<file path="src/logic/phy_pins_pkg.sv">
/*
 * Shared constants for the pin-level strap, lamp and MAC-facing logic.
 * Assumes a single 20 MHz core clock and no register bus.
 */
package phy_pins_pkg;

	localparam longint CORE_CLK_HZ      = 20000000;
	// Half period of the activity blink, in milliseconds.
	localparam longint BLINK_HALF_MS    = 100;
	localparam longint BLINK_CYCLES_L   = (BLINK_HALF_MS * CORE_CLK_HZ) / 1000;
	localparam int     BLINK_CYCLES     = int'(BLINK_CYCLES_L);

	// Control register 0h field positions fed by straps.
	localparam int     CTRL_AUTONEG_BIT = 12;
	localparam int     CTRL_SPEED_BIT   = 13;
	localparam int     CTRL_WIDTH       = 16;
	// Lamp mode field position in register 1Fh.
	localparam int     LAMP_MODE_LSB    = 4;
	localparam int     LAMP_MODE_MSB    = 5;

	// Values assumed before straps are captured (autoneg and speed pulled up, mode bit 1 pulled down).
	localparam logic   AUTONEG_RST      = 1'b1;
	localparam logic   SPEED_RST        = 1'b1;
	localparam logic   MODE1_RST        = 1'b0;
	localparam logic   LAMP_OFF         = 1'b1;

	localparam logic [1:0] LAMP_MODE_0  = 2'h0;
	localparam logic [1:0] LAMP_MODE_1  = 2'h1;

	typedef enum logic [1:0] {
		ST_RESET   = 2'h0,
		ST_CAPTURE = 2'h1,
		ST_RUN     = 2'h3
	} pin_state_t;

endpackage : phy_pins_pkg

</file>
<file path="src/logic/phy_pin_logic.sv">
/*
 * Pin-level logic of a 10/100 transceiver at its MAC side: strap capture
 * on reset release, the two status lamps, carrier sense, and the MII/RMII
 * transmit and receive data paths.
 * Assumes the link clock (MII transmit clock or RMII reference) is far
 * slower than core_clk so its edges can be found by sampling.
 */
`timescale 1ns/1ps
module phy_pin_logic
	import phy_pins_pkg::*;
#(
	parameter int unsigned BLINK_CYC = phy_pins_pkg::BLINK_CYCLES
) (
	input  wire logic              core_clk,
	input  wire logic              resetn,
	// Strap pins: carrier sense / mode bit 1, lamp A, lamp B.
	input  wire logic              crs_pin_i,
	output logic                   crs_pin_o,
	output logic                   crs_pin_oe,
	input  wire logic              status_lamp_a_i,
	output logic                   status_lamp_a_o,
	output logic                   status_lamp_a_oe,
	input  wire logic              status_lamp_b_i,
	output logic                   status_lamp_b_o,
	output logic                   status_lamp_b_oe,
	// Captured straps.
	output logic                   mode_strap_bit1_q,
	output logic                   autoneg_strap_q,
	output logic                   speed_100_q,
	output logic                   adv_100_q,
	output logic [phy_pins_pkg::CTRL_WIDTH-1:0] ctrl_straps_q,
	// Core-side status and configuration.
	input  wire logic [phy_pins_pkg::LAMP_MODE_MSB:
	                   phy_pins_pkg::LAMP_MODE_LSB] lamp_mode,
	input  wire logic              rmii_sel,
	input  wire logic              link_up,
	input  wire logic              activity,
	input  wire logic              op_speed_100,
	input  wire logic              carrier,
	// MAC link clock and transmit pins.
	input  wire logic              link_clk,
	input  wire logic              tx_en_pin,
	input  wire logic [3:0]        txd_pin,
	output logic [3:0]             tx_data_q,
	output logic                   tx_valid_q,
	// Receive data toward the MAC.
	input  wire logic [3:0]        rx_data,
	input  wire logic              rx_dv,
	output logic [3:0]             rxd_pin_q,
	output logic                   rx_dv_pin_q,
	output logic                   rx_take_q
);
	import phy_pins_pkg::*;

	pin_state_t state_q;
	logic [2:0] strap_m_q;
	logic [2:0] strap_s_q;
	logic [2:0] lclk_q;
	logic       txen_m_q;
	logic       txen_s_q;
	logic [3:0] txd_m_q;
	logic [3:0] txd_s_q;
	logic       link_rise;
	logic       blink_tick;
	logic       blink_q;
	logic       run;

	assign run       = (state_q == ST_RUN);
	assign link_rise = lclk_q[1] & ~lclk_q[2];

	// Pin synchronisers carry no reset so they track the pulls during reset.
	always_ff @(posedge core_clk) begin
		strap_m_q <= {status_lamp_b_i, status_lamp_a_i, crs_pin_i};
		strap_s_q <= strap_m_q;
		lclk_q    <= {lclk_q[1], lclk_q[0], link_clk};
		txen_m_q  <= tx_en_pin;
		txen_s_q  <= txen_m_q;
		txd_m_q   <= txd_pin;
		txd_s_q   <= txd_m_q;
	end

	// Reset phase: hold, capture once after release, then run.
	always_ff @(posedge core_clk) begin
		if (!resetn) begin
			state_q <= ST_RESET;
		end else begin
			case (state_q)
				ST_RESET:   state_q <= ST_CAPTURE;
				ST_CAPTURE: state_q <= ST_RUN;
				ST_RUN:     state_q <= ST_RUN;
				default:    state_q <= ST_RESET;
			endcase
		end
	end

	// Straps are sampled on the release edge of the chip reset.
	always_ff @(posedge core_clk) begin
		if (!resetn) begin
			mode_strap_bit1_q <= MODE1_RST;
			autoneg_strap_q   <= AUTONEG_RST;
			speed_100_q       <= SPEED_RST;
			adv_100_q         <= SPEED_RST;
			ctrl_straps_q     <= '0;
		end else if (state_q == ST_RESET) begin
			mode_strap_bit1_q <= strap_s_q[0];
			autoneg_strap_q   <= strap_s_q[1];
			speed_100_q       <= strap_s_q[2];
			adv_100_q         <= strap_s_q[2];
			ctrl_straps_q                   <= '0;
			ctrl_straps_q[CTRL_AUTONEG_BIT] <= strap_s_q[1];
			ctrl_straps_q[CTRL_SPEED_BIT]   <= strap_s_q[2];
		end
	end

	// Pins stay released to their pulls until the straps are taken.
	always_ff @(posedge core_clk) begin
		if (!resetn) begin
			crs_pin_oe       <= 1'b0;
			status_lamp_a_oe <= 1'b0;
			status_lamp_b_oe <= 1'b0;
		end else begin
			crs_pin_oe       <= (state_q != ST_RESET);
			status_lamp_a_oe <= (state_q != ST_RESET);
			status_lamp_b_oe <= (state_q != ST_RESET);
		end
	end

	blink_divider #(
		.CYCLES   (BLINK_CYC)
	) u_blink (
		.core_clk (core_clk),
		.resetn   (resetn),
		.tick_q   (blink_tick)
	);

	// The blink phase restarts lit so a short burst still shows.
	always_ff @(posedge core_clk) begin
		if (!resetn) begin
			blink_q <= 1'b0;
		end else if (!activity) begin
			blink_q <= 1'b0;
		end else if (blink_tick) begin
			blink_q <= ~blink_q;
		end
	end

	always_ff @(posedge core_clk) begin
		if (!resetn) begin
			status_lamp_a_o <= LAMP_OFF;
		end else begin
			case (lamp_mode)
				LAMP_MODE_0: begin
					if (!link_up) begin
						status_lamp_a_o <= LAMP_OFF;
					end else if (activity) begin
						status_lamp_a_o <= blink_q;
					end else begin
						status_lamp_a_o <= ~LAMP_OFF;
					end
				end
				LAMP_MODE_1: status_lamp_a_o <= ~link_up;
				default:     status_lamp_a_o <= LAMP_OFF;
			endcase
		end
	end

	always_ff @(posedge core_clk) begin
		if (!resetn) begin
			status_lamp_b_o <= LAMP_OFF;
		end else begin
			case (lamp_mode)
				LAMP_MODE_0: status_lamp_b_o <= ~op_speed_100;
				LAMP_MODE_1: begin
					status_lamp_b_o <= activity ? blink_q : LAMP_OFF;
				end
				default:     status_lamp_b_o <= LAMP_OFF;
			endcase
		end
	end

	// RMII carries carrier on the data-valid pin instead.
	always_ff @(posedge core_clk) begin
		if (!resetn) begin
			crs_pin_o <= 1'b0;
		end else begin
			crs_pin_o <= run & ~rmii_sel & carrier;
		end
	end

	// Transmit: synced data is aligned with the synced clock edge.
	always_ff @(posedge core_clk) begin
		if (!resetn) begin
			tx_data_q  <= '0;
			tx_valid_q <= 1'b0;
		end else begin
			tx_valid_q <= 1'b0;
			if (run && link_rise && txen_s_q) begin
				tx_valid_q <= 1'b1;
				if (rmii_sel) begin
					tx_data_q <= {2'h0, txd_s_q[1:0]};
				end else begin
					tx_data_q <= txd_s_q;
				end
			end
		end
	end

	// Receive: pins change just after a link edge, stable for the next.
	always_ff @(posedge core_clk) begin
		if (!resetn) begin
			rxd_pin_q   <= '0;
			rx_dv_pin_q <= 1'b0;
			rx_take_q   <= 1'b0;
		end else begin
			rx_take_q <= 1'b0;
			if (run && link_rise) begin
				rx_dv_pin_q <= rx_dv;
				rx_take_q   <= rx_dv;
				if (!rx_dv) begin
					rxd_pin_q <= '0;
				end else if (rmii_sel) begin
					rxd_pin_q <= {2'h0, rx_data[1:0]};
				end else begin
					rxd_pin_q <= rx_data;
				end
			end
		end
	end

endmodule : phy_pin_logic

</file>
<file path="src/logic/blink_divider.sv">
/*
 * Free-running divider giving a one-cycle enable every CYCLES clocks.
 * Assumes the caller gates the result with its own activity condition.
 */
`timescale 1ns/1ps
module blink_divider #(
	parameter int unsigned CYCLES = 16
) (
	input  wire logic core_clk,
	input  wire logic resetn,
	output logic      tick_q
);
	localparam int unsigned CW = (CYCLES > 1) ? $clog2(CYCLES) : 1;
	localparam logic [CW-1:0] LAST = CW'(CYCLES - 1);

	logic [CW-1:0] count_q;

	always_ff @(posedge core_clk) begin
		if (!resetn) begin
			count_q <= '0;
			tick_q  <= 1'b0;
		end else begin
			tick_q <= (count_q == LAST);
			if (count_q == LAST) begin
				count_q <= '0;
			end else begin
				count_q <= count_q + CW'(1);
			end
		end
	end

endmodule : blink_divider

</file>
<file path="config.mk">
export PLATFORM = sky130hd
export DESIGN_NAME = phy_pin_logic
export DESIGN_NICKNAME = d
export VERILOG_FILES = /design/src/logic/phy_pins_pkg.sv /design/src/logic/phy_pin_logic.sv /design/src/logic/blink_divider.sv
export SDC_FILE = /design/constraint.sdc
export NUM_CORES = 1
export LEC_CHECK = 0
export BUFFER_PORTS_ARGS = -buffer_cell sky130_fd_sc_hd__buf_2
export CAP_MARGIN = 20
export CELL_PAD_IN_SITES_DETAIL_PLACEMENT = 1
export CELL_PAD_IN_SITES_GLOBAL_PLACEMENT = 1
export CORE_ASPECT_RATIO = 2
export CORE_UTILIZATION = 41
export CTS_CLUSTER_SIZE = 25
export DETAILED_ROUTE_END_ITERATION = 10
export HOLD_SLACK_MARGIN = 0.12
export PLACE_DENSITY_LB_ADDON = 0.1
export SLEW_MARGIN = 20
export SYNTH_ARGS = -nofsm -noshare
export SYNTH_HDL_FRONTEND = slang
export SYNTH_SLANG_ARGS = --single-unit
</file>
<file path="constraint.sdc">
create_clock -name core_clk -period 5.15 [get_ports core_clk]
set_input_delay 0.515 -clock core_clk [delete_from_list [all_inputs] [get_ports core_clk]]
set_output_delay 0.515 -clock core_clk [all_outputs]
set_load 0.05 [all_outputs]
</file>
==> results by group <==
Floorplan
  – Die area: 5850 sq um
  – DIE HEIGHT: 107 microns
  – Core area: 5370 sq um
  – Row count: 38
  – Die W: 54.6 microns
  – Initial Util: 0.422
  – IO Pins: 60

Layout
  – Nets@finish: 307
  – Non-filler cells, final: 348
  – Commonest cells after routing, fill and taps aside: 64 x dfxtp_1, 45 x buf_2, 24 x nand2_1
  – Layout cells sized above 1: 0.226
  – Filler cell count: 669
  – Layout Area Growth over Synthesis: 17.9%
  – Commonest non-fill, non-tap cell in the layout: dfxtp_1
  – Multi-input logic area: 857 sq um
  – N_diodes: 0
  – Sequential Area: 1280 sq um
  – Layout Utilization: 0.498
  – Design area: 2680 sq um

STA
  – Max-slew violation count: 0
  – Fmax: 420 MHz
  – Minimum clock period: 2.38 ns
  – RSZ-0062 raised after global routing: no
  – Worst-Margin Slew: 0.623 ns
  – Tcrit/Tclk final: 0.462
  – Fin. Hold Viols: 0
  – Setup violations, final: 0
  – Final TNS setup: 0 ns
  – Slew headroom: 0.584
  – Max Clock Skew: 0.0117 ns

Synthesis
  – Synth top area share: 0.565
  – Mean post-synth cell area: 9.57 sq um
  – Dominant synthesized flop cell: dfxtp_1
  – Synth Instances: 237
  – Ys async rst share: 0
  – Seq/Total Area, Yosys: 0.565
  – Mapped Area: 2270 sq um
  – Synthesized flop and latch total: 64
  – Post-synth EDFFs: 0
  – Top cells by area, synth: dfxtp_1 56%, buf_4 5.6%, a21oi_1 4.0%
  – Syn. warnings: 0
  – Cell taking the most area after synthesis: dfxtp_1
  – Synth cell types: 31

GRT
  – Total Routing Usage GR: 0.180
  – Initial antenna violation count: 0
  – First-pass GRT wire length: 7290 microns
  – Largest net degree at the start of global routing: 21
  – Vias in the first global route: 1634
  – Total grt overflow: 0

Clock network
  – H-tree depth: 3
  – CTS buffer count: 9
  – Post-cts resize count: 0
  – Bufs on Longest Clock Path: 2
  – CTS clock-pin slew for the worst setup and hold paths: 0.07 ns
  – # clock sinks: 64
  – Clk Latency, worst-skew pair: 0.35 ns
  – CTS tree: yes
  – Post-CTS setup buffers: 0
  – CTS Root Buffer Type: clkbuf_8
  – Hold buffer count at cts: 0

Setup path
  – CP max stage delay: 0.59 ns
  – Worst path cell trace: ha_1 -> nand4_1 -> or4_1 -> o21ai_1 -> buf_4 -> nor2_1
  – CP Class: flip-flop to flip-flop
  – Crit path max fanout: 13
  – Crit start category: flip-flop
  – Worst setup EP type: flip-flop
  – Worst path slowest cell: or4_1
  – Crit path DAT: 2.61 ns
  – Required time worst endpoint: 5.38 ns

Placed design
  – HPWL Detailed: 3560 microns
  – Final Wtd Congestion: 0.756
  – Placed Cells: 332
  – Placed inst area: 2470 sq um
  – Buffers on Ports: 45

Pwr
  – Leakage power: 0.00106 uW
  – Worst IR Drop VDD: 0.340 mV
  – Switching Share: 0.260
  – Clk pwr share: 0.419
  – Int Pwr: 764 uW
  – Logic pwr share: 0.078
  – Power Dens Cells: 386 nW/um^2
  – Psw: 268 uW
  – Flop pwr share: 0.503

Route
  – Wire per inst: 13.6 microns
  – Post-route ant nets: 0
  – Vias per cell: 4.99
  – Via count: 1738
  – Initial DRC Count: 15
  – Pre-antenna DRT Iters: 4
  – Remaining DRCs: 0
  – Total wire length: 4740 microns

Outcome
  – Outcome: complete, no violations

Worst hold path
  – Hold crit path type: input port to flip-flop

Job
  – Max-Cap Viols: 0
[cells by family after synthesis]
kind of cell / count (synthesis) / share of synthesized area
xor+xnor: 14 / 0.0541
other cells: 1 / 0.00165
fa+ha+maj: 1 / 0.00551
simple gates: 95 / 0.220
buf+inv: 30 / 0.0789
flops: 64 / 0.565
compound gates: 32 / 0.0756
[metal layers]
layer / part of all wire / global-route usage / routed length (microns)
met1: 0.38 / 0.165 / 1790
met2: 0.56 / 0.320 / 2670
met3: 0.034 / 0.0468 / 160
met4: 0.025 / 0.112 / 119
met5: 0 / 0 / 0
[registers in the layout, summed over array words and instances (netlist names), 2 cells and up]
signal,count
lclk_q,3
strap_s_q,3
ctrl_straps_q,2
strap_m_q,3
rxd_pin_q,4
state_q,2
txd_s_q,4
u_blink.count_q,21
txd_m_q,4
tx_data_q,4
[cell usage after synthesis, types with 3 or more instances]
cell type and n:
dfxtp_1 64, nand2_1 24, nor2_1 21, a21oi_1 18, buf_4 17, nand3_1 15, o21ai_0 9, xnor2_1 9
inv_1 6, clkbuf_1 5, nor4_1 5, xor2_1 5, or3_1 4, or4_1 4, nand3b_1 3, nand4_1 3
nand4b_1 3, nor3_1 3, o31ai_1 3
[critical path: cells and delay by family (launching register included)]
family | cells | cell delay, ns
fa+ha+maj | 1 | 0.24
flops | 1 | 0.37
compound gates | 1 | 0.49
buf+inv | 1 | 0.31
simple gates | 3 | 0.87
[final timing paths]
check / endpoint / startpoint / slack, ns / cells after the start
setup / recovery: u_blink.count_q[10] / u_blink.count_q[0] / 2.77 / 6
hold / removal: txd_m_q[0] / txd_pin[0] / 0.27 / 1
setup reg to reg: u_blink.count_q[10] / u_blink.count_q[0] / 2.77 / 6
hold reg to reg: strap_s_q[0] / strap_m_q[0] / 0.33 / 0
[power groups by stage]
stage	logic [uW]	clock network [uW]	registers, uW
6_report	81.1	432	519
5_1_grt	87.2	464	521
4_1_cts	81.9	448	519
3_5_place_dp	81.4	0	531
3_3_place_gp	80.7	0	530
2_1_floorplan	56.4	0	544
[through the flow]
stage	worst slack [ns]	power (uW)	hold WS (ns)
5_1_grt	2.48	1070	0.251
3_3_place_gp	2.82	611	0.310
4_1_cts	2.75	1050	0.250
2_1_floorplan	3.24	601	0.310
6_report	2.77	1030	0.267
3_5_place_dp	2.78	612	0.314
[area by class of cell]
cell class | instances | share of cell area
Clock buffer | 10 | 0.0514
Sequential cell | 64 | 0.479
Inverter | 6 | 0.00842
Multi-Input combinational cell | 156 | 0.320
Clock inverter | 6 | 0.0257
Timing Repair Buffer | 46 | 0.0870
Tap cell | 60 | 0.0281
Note: power is estimated with default switching activity, not from simulation.
